**src/common/sbpf_pkg.sv**
```systemverilog
`default_nettype none
package sbpf_pkg;
   // APB register map, byte addresses
   localparam logic [7:0] ADDR_CTRL     = 8'h00;
   localparam logic [7:0] ADDR_POS_UP   = 8'h04;
   localparam logic [7:0] ADDR_POS_LO   = 8'h08;
   localparam logic [7:0] ADDR_BR1_DIAG = 8'h0C;
   localparam logic [7:0] ADDR_BR2_DIAG = 8'h10;
   localparam logic [7:0] ADDR_HS_DIAG  = 8'h14;
   localparam logic [7:0] ADDR_STATUS   = 8'h18;

   // bridge_control_reg fields
   localparam int CTRL_EN_BIT     = 0;
   localparam int CTRL_DIR_BIT    = 1;
   localparam int CTRL_STEP_BIT   = 2;
   localparam int CTRL_SINGLE_BIT = 3;
   localparam int CTRL_SRST_BIT   = 4;
   localparam int CTRL_HS_LSB     = 8;

   // position counter layout and reset value
   localparam int            POS_W     = 10;
   localparam int            HALF_W    = 5;
   localparam int            TAG_LSB   = 5;
   localparam logic [9:0]    POS_RESET = 10'h200;
   localparam logic [9:0]    POS_MAX   = 10'h3FF;
   localparam logic [9:0]    POS_MIN   = 10'h000;
   localparam logic [1:0]    PHASE_RESET = 2'h0;

   // timing
   localparam int CLK_PERIOD_NS    = 40;
   localparam int BR_BLANK_MS      = 1;
   localparam int BR_OFF_DGC_US    = 125;
   localparam int BR_OVC_DGC_US    = 10;
   localparam int BR_LOWCUR_DGC_US = 20;
   localparam int HS_OVC_FILT_US   = 4;
   localparam int HS_OFF_FILT_US   = 7;
   localparam int HS_BLANK_US      = 1200;

   localparam int BR_BLANK_CYC_D   = (BR_BLANK_MS * 1000000 + CLK_PERIOD_NS - 1) / CLK_PERIOD_NS;
   localparam int HS_BLANK_CYC_D   = (HS_BLANK_US * 1000 + CLK_PERIOD_NS - 1) / CLK_PERIOD_NS;
   localparam int CNT_W            = 16;
   localparam logic [15:0] BR_OFF_DGC_CYC =
      16'((BR_OFF_DGC_US * 1000 + CLK_PERIOD_NS - 1) / CLK_PERIOD_NS);
   localparam logic [15:0] BR_OVC_DGC_CYC =
      16'((BR_OVC_DGC_US * 1000 + CLK_PERIOD_NS - 1) / CLK_PERIOD_NS);
   localparam logic [15:0] BR_LOWCUR_DGC_CYC =
      16'((BR_LOWCUR_DGC_US * 1000 + CLK_PERIOD_NS - 1) / CLK_PERIOD_NS);
   localparam logic [15:0] HS_OVC_FILT_CYC =
      16'((HS_OVC_FILT_US * 1000 + CLK_PERIOD_NS - 1) / CLK_PERIOD_NS);
   localparam logic [15:0] HS_OFF_FILT_CYC =
      16'((HS_OFF_FILT_US * 1000 + CLK_PERIOD_NS - 1) / CLK_PERIOD_NS);

   typedef enum logic [2:0] {
      BR_OK, BR_GND_OFF, BR_BATT_OFF, BR_OPEN_OFF, BR_OVC, BR_RUNNING, BR_OPEN_ON, BR_GND_ON
   } sbpf_br_code_t;

   typedef enum logic [1:0] {HS_OK, HS_OVC, HS_BATT, HS_OPEN} sbpf_hs_code_t;

   typedef struct packed {
      logic ovc;
      logic low_cur;
      logic above_upper;
      logic above_lower;
   } sbpf_br_sense_t;

   typedef struct packed {
      logic ovc;
      logic above_upper;
      logic above_lower;
   } sbpf_hs_sense_t;
endpackage
`default_nettype wire

```
**src/verilog/sbpf_top.sv**
```systemverilog
`default_nettype none
module sbpf_top #(
   parameter logic [15:0] BR_BLANK_CYC = 16'(sbpf_pkg::BR_BLANK_CYC_D),
   parameter logic [15:0] HS_BLANK_CYC = 16'(sbpf_pkg::HS_BLANK_CYC_D)
) (
   input  wire logic                          clock,
   input  wire logic                          rst_n,
   input  wire logic                          ce,
   input  wire logic                          psel,
   input  wire logic                          penable,
   input  wire logic                          pwrite,
   input  wire logic [7:0]                    paddr,
   input  wire logic [31:0]                   pwdata,
   input  wire sbpf_pkg::sbpf_br_sense_t [1:0] br_sense,
   input  wire sbpf_pkg::sbpf_hs_sense_t [3:0] hs_sense,
   output logic [31:0]                        prdata,
   output logic                               pready,
   output logic                               pslverr,
   output logic [7:0]                         drive,
   output logic                               global_fault_flag
);
   import sbpf_pkg::*;

   logic            rst_q1, rst_q2;
   logic            rstn_s;
   sbpf_br_sense_t [1:0] br_s1, br_s2;
   sbpf_hs_sense_t [3:0] hs_s1, hs_s2;
   logic            pready_r, pslverr_r;
   logic [31:0]     prdata_r;
   logic [31:0]     rd_mux;
   logic            rd_hit;
   logic            acc, done, wr_ctrl, rd_start;
   logic            clr_br1, clr_br2, clr_hs;
   logic            ctrl_en_r, ctrl_dir_r, ctrl_step_r, ctrl_single_r;
   logic [3:0]      hs_cmd_r;
   logic            step_ev, en_rise, soft_rst;
   logic [1:0]      phase_r;
   logic [9:0]      pos_r;
   logic [1:0]      tag_r;
   logic [1:0]      br_on;
   logic [1:0]      br_shut;
   sbpf_br_code_t   br_code [2];
   logic [3:0]      hs_on;
   sbpf_hs_code_t   hs_code [4];
   logic [7:0]      drive_r;
   logic            gff_r;

   // reset release through two flops
   always_ff @(posedge clock or negedge rst_n) begin
      if (!rst_n) begin
         rst_q1 <= 1'b0;
         rst_q2 <= 1'b0;
      end else begin
         rst_q1 <= 1'b1;
         rst_q2 <= rst_q1;
      end
   end
   assign rstn_s = rst_q2;

   // comparator pins are asynchronous to clock
   always_ff @(posedge clock or negedge rstn_s) begin
      if (!rstn_s) begin
         br_s1 <= '0;
         br_s2 <= '0;
         hs_s1 <= '0;
         hs_s2 <= '0;
      end else if (ce) begin
         br_s1 <= br_sense;
         br_s2 <= br_s1;
         hs_s1 <= hs_sense;
         hs_s2 <= hs_s1;
      end
   end

   // apb: one wait state, answer on second access cycle
   assign acc      = psel & penable;
   assign done     = acc & pready_r;
   assign rd_start = acc & ~pready_r & ~pwrite;
   assign wr_ctrl  = done & pwrite & (paddr == ADDR_CTRL);
   assign clr_br1  = rd_start & (paddr == ADDR_BR1_DIAG);
   assign clr_br2  = rd_start & (paddr == ADDR_BR2_DIAG);
   assign clr_hs   = rd_start & (paddr == ADDR_HS_DIAG);

   always_comb begin
      rd_mux = 32'h0000_0000;
      rd_hit = 1'b1;
      case (paddr)
         ADDR_CTRL: begin
            rd_mux[CTRL_EN_BIT]     = ctrl_en_r;
            rd_mux[CTRL_DIR_BIT]    = ctrl_dir_r;
            rd_mux[CTRL_STEP_BIT]   = ctrl_step_r;
            rd_mux[CTRL_SINGLE_BIT] = ctrl_single_r;
            rd_mux[CTRL_HS_LSB +: 4] = hs_cmd_r;
         end
         ADDR_POS_UP: begin
            rd_mux[HALF_W-1:0]     = pos_r[POS_W-1:HALF_W];
            rd_mux[TAG_LSB +: 2]   = tag_r;
         end
         ADDR_POS_LO: begin
            rd_mux[HALF_W-1:0]     = pos_r[HALF_W-1:0];
            rd_mux[TAG_LSB +: 2]   = tag_r;
         end
         ADDR_BR1_DIAG: begin
            rd_mux[2:0] = br_code[0];
            rd_mux[3]   = br_shut[0];
         end
         ADDR_BR2_DIAG: begin
            rd_mux[2:0] = br_code[1];
            rd_mux[3]   = br_shut[1];
         end
         ADDR_HS_DIAG: begin
            rd_mux[7:0] = {hs_code[3], hs_code[2], hs_code[1], hs_code[0]};
         end
         ADDR_STATUS: begin
            rd_mux[0]   = gff_r;
            rd_mux[2:1] = br_shut;
            rd_mux[4:3] = phase_r;
            rd_mux[8:5] = hs_on;
         end
         default: begin
            rd_hit = 1'b0;
         end
      endcase
   end

   always_ff @(posedge clock or negedge rstn_s) begin
      if (!rstn_s) begin
         pready_r  <= 1'b0;
         pslverr_r <= 1'b0;
         prdata_r  <= 32'h0000_0000;
      end else if (ce) begin
         pready_r <= acc & ~pready_r;
         if (acc & ~pready_r) begin
            // data captured on the same edge that clears read-clear registers
            prdata_r  <= pwrite ? 32'h0000_0000 : rd_mux;
            pslverr_r <= ~rd_hit;
         end else begin
            pslverr_r <= 1'b0;
         end
      end
   end

   // command decode; en and step in one write counts as enable only
   assign step_ev  = wr_ctrl & pwdata[CTRL_STEP_BIT] & ~ctrl_step_r & ctrl_en_r
                   & pwdata[CTRL_EN_BIT] & ~ctrl_single_r;
   assign en_rise  = wr_ctrl & pwdata[CTRL_EN_BIT] & ~ctrl_en_r;
   assign soft_rst = wr_ctrl & pwdata[CTRL_SRST_BIT];

   always_ff @(posedge clock or negedge rstn_s) begin
      if (!rstn_s) begin
         ctrl_en_r     <= 1'b0;
         ctrl_dir_r    <= 1'b0;
         ctrl_step_r   <= 1'b0;
         ctrl_single_r <= 1'b0;
         hs_cmd_r      <= 4'h0;
      end else if (ce && wr_ctrl) begin
         ctrl_en_r     <= pwdata[CTRL_EN_BIT];
         ctrl_dir_r    <= pwdata[CTRL_DIR_BIT];
         ctrl_step_r   <= pwdata[CTRL_STEP_BIT];
         ctrl_single_r <= pwdata[CTRL_SINGLE_BIT];
         hs_cmd_r      <= pwdata[CTRL_HS_LSB +: 4];
      end
   end

   // sequence phase and position counter; step uses direction already held
   always_ff @(posedge clock or negedge rstn_s) begin
      if (!rstn_s) begin
         phase_r <= PHASE_RESET;
         pos_r   <= POS_RESET;
         tag_r   <= 2'h0;
      end else if (ce) begin
         if (step_ev) begin
            phase_r <= ctrl_dir_r ? phase_r + 2'h1 : phase_r - 2'h1;
         end
         if (soft_rst) begin
            pos_r <= POS_RESET;
            tag_r <= 2'h0;
         end else if (step_ev) begin
            tag_r <= tag_r + 2'h1;
            if (ctrl_dir_r && pos_r != POS_MAX) begin
               pos_r <= pos_r + 10'h001;
            end else if (!ctrl_dir_r && pos_r != POS_MIN) begin
               pos_r <= pos_r - 10'h001;
            end
         end
      end
   end

   genvar gi;
   generate
      for (gi = 0; gi < 2; gi++) begin : g_br
         logic           on_q, shut_r, clr;
         logic [15:0]    blank_cnt, off_cnt, ovc_cnt, lc_cnt;
         logic [1:0]     kind, kind_q;
         logic           off_cond, ovc_cond, lc_cond;
         logic           off_ev, ovc_ev, lc_ev;
         sbpf_br_code_t  code_r;
         sbpf_br_sense_t s;

         assign s   = br_s2[gi];
         assign clr = (gi == 0) ? clr_br1 : clr_br2;
         // off fault does not gate turn-on
         assign br_on[gi] = ctrl_en_r & ~ctrl_single_r & ~shut_r;
         assign kind = s.above_upper ? 2'h2 : (!s.above_lower ? 2'h1 : 2'h0);
         assign off_cond = ~br_on[gi] & ~ctrl_single_r & (blank_cnt == 16'h0000)
                         & (kind != 2'h0) & (kind == kind_q);
         assign ovc_cond = br_on[gi] & s.ovc;
         assign lc_cond  = br_on[gi] & s.low_cur & ~clr;
         assign off_ev   = off_cond & (off_cnt == BR_OFF_DGC_CYC - 16'h0001);
         assign ovc_ev   = ovc_cond & (ovc_cnt == BR_OVC_DGC_CYC - 16'h0001);
         assign lc_ev    = lc_cond & (lc_cnt == BR_LOWCUR_DGC_CYC - 16'h0001);

         always_ff @(posedge clock or negedge rstn_s) begin
            if (!rstn_s) begin
               on_q      <= 1'b0;
               kind_q    <= 2'h0;
               blank_cnt <= 16'h0000;
            end else if (ce) begin
               on_q   <= br_on[gi];
               kind_q <= kind;
               if (on_q != br_on[gi]) begin
                  blank_cnt <= BR_BLANK_CYC;
               end else if (blank_cnt != 16'h0000) begin
                  blank_cnt <= blank_cnt - 16'h0001;
               end
            end
         end

         // deglitch counters, saturating at their limit
         always_ff @(posedge clock or negedge rstn_s) begin
            if (!rstn_s) begin
               off_cnt <= 16'h0000;
               ovc_cnt <= 16'h0000;
               lc_cnt  <= 16'h0000;
            end else if (ce) begin
               off_cnt <= !off_cond ? 16'h0000 :
                          (off_cnt != BR_OFF_DGC_CYC) ? off_cnt + 16'h0001 : off_cnt;
               ovc_cnt <= !ovc_cond ? 16'h0000 :
                          (ovc_cnt != BR_OVC_DGC_CYC) ? ovc_cnt + 16'h0001 : ovc_cnt;
               lc_cnt  <= !lc_cond ? 16'h0000 :
                          (lc_cnt != BR_LOWCUR_DGC_CYC) ? lc_cnt + 16'h0001 : lc_cnt;
            end
         end

         always_ff @(posedge clock or negedge rstn_s) begin
            if (!rstn_s) begin
               shut_r <= 1'b0;
            end else if (ce) begin
               if (ovc_ev) begin
                  shut_r <= 1'b1;
               end else if (step_ev || en_rise) begin
                  shut_r <= 1'b0;
               end
            end
         end

         // event branches sit above the read clear so an overcurrent or off set wins; the clear masks the low-current set
         always_ff @(posedge clock or negedge rstn_s) begin
            if (!rstn_s) begin
               code_r <= BR_OK;
            end else if (ce) begin
               if (ovc_ev) begin
                  code_r <= BR_OVC;
               end else if (off_ev && (code_r == BR_OK || clr)) begin
                  code_r <= (kind == 2'h2) ? BR_BATT_OFF :
                            (kind == 2'h1) ? BR_GND_OFF : BR_OPEN_OFF;
               end else if (lc_ev && (code_r == BR_OK || code_r == BR_GND_OFF ||
                                      code_r == BR_BATT_OFF || code_r == BR_OPEN_OFF)) begin
                  code_r <= BR_RUNNING;
               end else if (step_ev && code_r == BR_RUNNING) begin
                  code_r <= s.low_cur ? BR_OPEN_ON : BR_GND_ON;
               end else if (br_on[gi] && !s.low_cur &&
                            (code_r == BR_RUNNING || code_r == BR_OPEN_ON)) begin
                  code_r <= BR_OK;
               end else if (clr) begin
                  code_r <= BR_OK;
               end
            end
         end

         assign br_shut[gi] = shut_r;
         assign br_code[gi] = code_r;
      end

      for (gi = 0; gi < 4; gi++) begin : g_hs
         logic           on_q, shut_r, cmd;
         logic [15:0]    blank_cnt, off_cnt, ovc_cnt;
         logic [1:0]     kind, kind_q;
         logic           off_cond, ovc_cond, off_ev, ovc_ev;
         sbpf_hs_code_t  code_r;
         sbpf_hs_sense_t s;

         assign s   = hs_s2[gi];
         assign cmd = hs_cmd_r[gi] & ctrl_single_r;
         assign hs_on[gi] = cmd & ~shut_r;
         assign kind = s.above_upper ? 2'h2 : (s.above_lower ? 2'h1 : 2'h0);
         assign off_cond = ctrl_single_r & ~hs_on[gi] & (blank_cnt == 16'h0000)
                         & (kind != 2'h0) & (kind == kind_q);
         assign ovc_cond = hs_on[gi] & s.ovc;
         assign off_ev   = off_cond & (off_cnt == HS_OFF_FILT_CYC - 16'h0001);
         assign ovc_ev   = ovc_cond & (ovc_cnt == HS_OVC_FILT_CYC - 16'h0001);

         always_ff @(posedge clock or negedge rstn_s) begin
            if (!rstn_s) begin
               on_q      <= 1'b0;
               kind_q    <= 2'h0;
               blank_cnt <= 16'h0000;
               off_cnt   <= 16'h0000;
               ovc_cnt   <= 16'h0000;
            end else if (ce) begin
               on_q   <= hs_on[gi];
               kind_q <= kind;
               if (on_q && !hs_on[gi]) begin
                  blank_cnt <= HS_BLANK_CYC;
               end else if (blank_cnt != 16'h0000) begin
                  blank_cnt <= blank_cnt - 16'h0001;
               end
               off_cnt <= !off_cond ? 16'h0000 :
                          (off_cnt != HS_OFF_FILT_CYC) ? off_cnt + 16'h0001 : off_cnt;
               ovc_cnt <= !ovc_cond ? 16'h0000 :
                          (ovc_cnt != HS_OVC_FILT_CYC) ? ovc_cnt + 16'h0001 : ovc_cnt;
            end
         end

         always_ff @(posedge clock or negedge rstn_s) begin
            if (!rstn_s) begin
               shut_r <= 1'b0;
            end else if (ce) begin
               if (ovc_ev) begin
                  shut_r <= 1'b1;
               end else if (!cmd || clr_hs) begin
                  shut_r <= 1'b0;
               end
            end
         end

         always_ff @(posedge clock or negedge rstn_s) begin
            if (!rstn_s) begin
               code_r <= HS_OK;
            end else if (ce) begin
               if (ovc_ev) begin
                  code_r <= HS_OVC;
               end else if (off_ev && (code_r == HS_OK || clr_hs)) begin
                  code_r <= (kind == 2'h2) ? HS_BATT : HS_OPEN;
               end else if (clr_hs) begin
                  code_r <= HS_OK;
               end
            end
         end

         assign hs_code[gi] = code_r;
      end
   endgenerate

   // gate drive and global flag, registered so outputs come off flops
   always_ff @(posedge clock or negedge rstn_s) begin
      if (!rstn_s) begin
         drive_r <= 8'h00;
         gff_r   <= 1'b0;
      end else if (ce) begin
         drive_r <= 8'h00;
         if (ctrl_single_r) begin
            // low sides in single-stage mode stay off from the default clear
            drive_r[0] <= hs_on[0];
            drive_r[2] <= hs_on[1];
            drive_r[4] <= hs_on[2];
            drive_r[5] <= hs_on[3];
         end else begin
            if (br_on[0]) begin
               drive_r[0] <= ~phase_r[1];
               drive_r[3] <= ~phase_r[1];
               drive_r[2] <= phase_r[1];
               drive_r[1] <= phase_r[1];
            end
            if (br_on[1]) begin
               drive_r[4] <= phase_r[1] ^ phase_r[0];
               drive_r[7] <= phase_r[1] ^ phase_r[0];
               drive_r[5] <= ~(phase_r[1] ^ phase_r[0]);
               drive_r[6] <= ~(phase_r[1] ^ phase_r[0]);
            end
         end
         gff_r <= (br_code[0] != BR_OK) | (br_code[1] != BR_OK) | (hs_code[0] != HS_OK)
                | (hs_code[1] != HS_OK) | (hs_code[2] != HS_OK) | (hs_code[3] != HS_OK);
      end
   end

   assign prdata            = prdata_r;
   assign pready            = pready_r;
   assign pslverr           = pslverr_r;
   assign drive             = drive_r;
   assign global_fault_flag = gff_r;
endmodule
`default_nettype wire

```
**config.mk**
```make
export PLATFORM = sky130hd
export DESIGN_NAME = sbpf_top
export DESIGN_NICKNAME = d
export VERILOG_FILES = /design/src/common/sbpf_pkg.sv /design/src/verilog/sbpf_top.sv
export SDC_FILE = /design/constraint.sdc
export NUM_CORES = 1
export LEC_CHECK = 0
export ABC_CLOCK_PERIOD_IN_PS = 20500
export BUFFER_PORTS_ARGS = -buffer_cell sky130_fd_sc_hd__buf_2
export CORE_UTILIZATION = 65
export CTS_BUF_LIST = sky130_fd_sc_hd__clkbuf_4 sky130_fd_sc_hd__clkbuf_8 sky130_fd_sc_hd__clkbuf_16
export DETAILED_ROUTE_END_ITERATION = 7
export GPL_TIMING_DRIVEN = 0
export PLACE_DENSITY_LB_ADDON = 0.12
export SYNTH_ARGS = -nofsm -noshare
export SYNTH_HDL_FRONTEND = slang
export SYNTH_SLANG_ARGS = --single-unit
```
**constraint.sdc**
```tcl
create_clock -name clock -period 20.5 [get_ports clock]
set_input_delay 2.05 -clock clock [delete_from_list [all_inputs] [get_ports clock]]
set_output_delay 2.05 -clock clock [all_outputs]
set_load 0.05 [all_outputs]
```
==> impl_metrics.csv <==
group,metric,value,unit
die,die_width,191,um
yosys,most_used_flip_flop_cell_after_synthesis,"sky130_fd_sc_hd__dfrtp_1",
yosys,synth.ff_latch_count,445,
routing,detailedRoute.firstPassIterationCount,6,
sta,fin_ws,14.85,ns
clocking,cts-buffers-inserted,47,
clocking,cts.repair.resized,0,
setup_path,worstSetupEndpointType,"flip-flop",
global_route,grt_overflow,0,
sta,setup_tns,0,ns
routing,detail_route.drc_violations,0,
yosys,synth_edf_count,0,
sta,report.final.hold_viol_count,0,
setup_path,critical_path.max_stage_delay,0.79,ns
yosys,yosysUniqueCellTypes,84,
cells_and_area,final_layout_size_suffix_gt1_share,11.1,%
routing,postRouteAntennaNets,0,
clocking,cts_hold_buf,0,
clocking,clock-root-buffer,"sky130_fd_sc_hd__clkbuf_16",
cells_and_area,final_core_occ,74.4,%
min_path,whs_endpoint,"rst_q2",
clocking,cts_sinks,445,
sta,rsz0062_at_grt,"false",
min_path,worstHoldStart,"rst_q1",
job,number_of_max_cap_violations,0,
clocking,clock_tree.buffer_depth,3,
yosys,synthDominantAreaCellType,"sky130_fd_sc_hd__dfrtp_1",
die,starting_utilization_of_the_core_area,66.6,%
setup_path,worstPathBufferInverterCount,5,
min_path,hold_crit_class,"reg -> reg",
yosys,netlist.area_leader.share,47.8,%
sta,finalCriticalPeriod,5.65,ns
yosys,synth.avg_cell_area,9.71,sq um
sta,slew_viol_final,0,
place,hpwl,40500,um
sta,clock_skew,0.0150,ns
sta,layout_worst_path_cycle_share,27.5,%
global_route,track_usage,32.4,%
setup_path,timing.critical_path.max_delay_family,"buffers and inverters",
yosys,netlist_area,0.0232,sq mm
setup_path,r2r.worst_path.cells,8,
global_route,grt_pass1_vias,18200,
sta,slew_headroom,19.3,%
die,std_cell_rows,68,
place,portBuffers,64,
clocking,cts_setup_buffers,0,
cells_and_area,layout.nets,2651,
clocking,tritoncts,"built",
setup_path,timing.critical_path.from_type,"input port",
routing,via_count,18900,
global_route,initial_antenna_violation_count,3,
min_path,worst_hold_path.num_cells,0,
setup_path,critPathSlowestCell,"sky130_fd_sc_hd__buf_1",
clocking,cts.clk_slew.worst_paths,0.06,ns
sta,fmax,0.177,GHz
place,gp_routability_congestion,0.917,
sta,timing_worst_slew_pin_value,1.20,ns
clocking,clkLatencyLatePin,0.56,ns
setup_path,critical_path.cell_chain,"clkbuf_1, clkbuf_1, buf_1, clkbuf_1, clkbuf_1, nand2_1, nand3_1",
pwr,cell_area_power_density,88.0,mW/mm^2
yosys,synth_top_cells_by_area,"sky130_fd_sc_hd__dfrtp_1 (48%), sky130_fd_sc_hd__xor2_1 (5.1%), sky130_fd_sc_hd__nor2_1 (4.7%)",
pwr,maximum_resistive_drop_on_vdd,97.2,uV
yosys,synth-seq-area-share,48.0,%
clocking,cts-htree-levels,2,
global_route,grt_pass1_wl,93800,um
setup_path,timing.critical_path.arrival,6.13,ns
die,floorplan.core_area,0.0349,sq mm
die,design.die.area,0.0365,sq mm
setup_path,worst-endpoint-required,20.98,ns
setup_path,critical_path.max_fanout,10,
run_status,status,"finished, final reports clean",
pwr,total_leakage_power,11.3,nW
setup_path,timing.setup.critical_path_class,"in -> reg",
yosys,ys.warnings.count,0,
routing,routed_wirelength,57700,um
global_route,grt_max_degree,74,
sta,setup-violations-final,0,
yosys,asyncSetResetFlopFracSynth,100,%
yosys,synthesis.instances,2392,
routing,drt-vias-per-instance,6.24,
setup_path,crit_top_cell,"sky130_fd_sc_hd__clkbuf_1",
cells_and_area,synthToLayoutAreaGrowth,11.8,%
routing,drt-initial-drc-count,1440,
setup_path,regToRegStartpoint,"ctrl_single_r",
place,placement.setup.worst_slack,14.38,ns
die,floorplan.io_pins,109,
setup_path,crit-reg2reg-capture,"g_br[1].lc_cnt[11]",
routing,detail_route.wl_per_cell,19.1,um
setup_path,rrSetupSlack,17.23,ns
die,chipHeight,191,um
-- cell type report --
class,count,area [sq um]
multi-input cells,1792,11400
flip-flops and latches,445,11100
fillers,2489,8920
clock buffers,74,1460
well taps,455,569
repair buffers,71,497
plain buffers,101,480
inverters,73,274
clock inverters,10,130
diodes,3,7.51
-- per-stage QoR --
stage	area (sq um)	instances	hold WS (ns)	power, mW
finish	26000	3024	0.355	2.28
global route	26000	3022	0.372	2.38
CTS	26000	3021	0.358	2.29
detailed placement	24400	2937	0.346	1.42
global placement	24200	2930	0.341	1.39
floorplan	23300	2411	0.331	1.32
-- routing by layer --
| metal | global-route usage, % | share of wire [%] | vias to the layer above |
|---|---|---|---|
| li1 | - | - | 8783 |
| met1 | 43.6 | 42 | 9318 |
| met2 | 51.7 | 47 | 633 |
| met3 | 6.10 | 6.7 | 147 |
| met4 | 13.7 | 4.1 | 2 |
| met5 | 0 | 0.029 | - |
-- placed cells by master (no fill, tap or decap), drive strengths merged, types with 7 or more instances in the layout --
master / Yosys / routed
o31ai: 24 / 24
and4: 22 / 22
ha: 53 / 53
nand4b: 10 / 10
o21ai: 121 / 121
mux2: 67 / 67
or2: 7 / 7
a22oi: 12 / 12
nor4b: 11 / 11
nor2b: 9 / 9
conb: 2 / 21
or3: 70 / 70
a21o: 8 / 8
a22o: 15 / 15
buf: 42 / 112
nor4: 60 / 60
nand3b: 11 / 11
xor2: 135 / 135
nor3: 86 / 86
o211ai: 18 / 18
nand2: 197 / 197
and2: 22 / 22
xnor2: 105 / 105
o2111ai: 21 / 21
dfrtp: 444 / 444
a21oi: 71 / 71
nor4bb: 8 / 8
nand2b: 9 / 9
and3: 42 / 42
nand3: 102 / 102
nor2: 289 / 289
and3b: 8 / 8
or4: 24 / 24
inv: 72 / 72
nand4: 46 / 46
nor3b: 7 / 7
clkbuf: 59 / 133
-- sequential cells by signal, summed over array words and instances (netlist names), 6 cells and up --
signal and count:
g_hs.blank_cnt 64, g_hs.off_cnt 64, g_hs.ovc_cnt 64, g_br.blank_cnt 32, g_br.lc_cnt 32, g_br.off_cnt 32
g_br.ovc_cnt 32, g_hs.s 12, hs_s1 12, prdata 12, pos_r 10, br_s1 8
br_s2 8, drive 8, g_hs.code_r 8, g_hs.kind_q 8, g_br.code_r 6
-- worst max-delay path by stage --
stage | start | endpoint | slack (ns) | cells after the start
3_5_place_dp | ce | g_hs[2].blank_cnt[4] | 14.38 | 7
6_report | ce | g_br[0].blank_cnt[13] | 14.85 | 7
2_1_floorplan | rst_q2 | br_s1[0] | 7.18 | 0
3_3_place_gp | rst_q2 | g_hs[2].off_cnt[11] | 2.61 | 0
4_1_cts | ce | g_br[0].blank_cnt[13] | 14.96 | 7
5_1_grt | ce | g_hs[2].blank_cnt[8] | 14.81 | 7
-- synth_stat cells, types with 9 or more instances --
cell and n:
sky130_fd_sc_hd__nand2_1 197, sky130_fd_sc_hd__or4_1 21, sky130_fd_sc_hd__nand4b_1 10, sky130_fd_sc_hd__nand3_1 102
sky130_fd_sc_hd__and2_1 20, sky130_fd_sc_hd__clkbuf_1 59, sky130_fd_sc_hd__nand3b_1 11, sky130_fd_sc_hd__ha_1 53
sky130_fd_sc_hd__a21oi_1 71, sky130_fd_sc_hd__dfrtp_1 444, sky130_fd_sc_hd__nor2_1 289, sky130_fd_sc_hd__buf_2 9
sky130_fd_sc_hd__mux2_2 67, sky130_fd_sc_hd__o211ai_1 18, sky130_fd_sc_hd__xor2_1 135, sky130_fd_sc_hd__buf_1 11
sky130_fd_sc_hd__and3_1 42, sky130_fd_sc_hd__buf_4 20, sky130_fd_sc_hd__nand2b_1 9, sky130_fd_sc_hd__o2111ai_1 21
sky130_fd_sc_hd__a22oi_1 12, sky130_fd_sc_hd__nor4b_1 11, sky130_fd_sc_hd__a22o_1 15, sky130_fd_sc_hd__o21ai_0 120
sky130_fd_sc_hd__nor3_1 86, sky130_fd_sc_hd__and4_1 22, sky130_fd_sc_hd__nand4_1 46, sky130_fd_sc_hd__inv_1 72
sky130_fd_sc_hd__nor2b_1 9, sky130_fd_sc_hd__xnor2_1 105, sky130_fd_sc_hd__nor4_1 60, sky130_fd_sc_hd__or3_1 70
sky130_fd_sc_hd__o31ai_1 21
-- where the power goes --
group | switching, mW | total, mW | internal, mW
sequential | 0.112 | 1.09 | 0.982
combinational | 0.183 | 0.321 | 0.138
clock | 0.345 | 0.870 | 0.525
-- cell families after synthesis --
kind of cell	Yosys count	synth area share, %
other	2	0.0323
and+or+nand+nor	1052	23.3
adders and majority gates	54	2.94
DFF	445	48.0
AOI/OAI and AO/OA	352	10.0
xor gates and xnor gates	240	9.05
muxes	73	3.51
buffers and inverters	174	3.25
(Power assumes the default switching activity.)
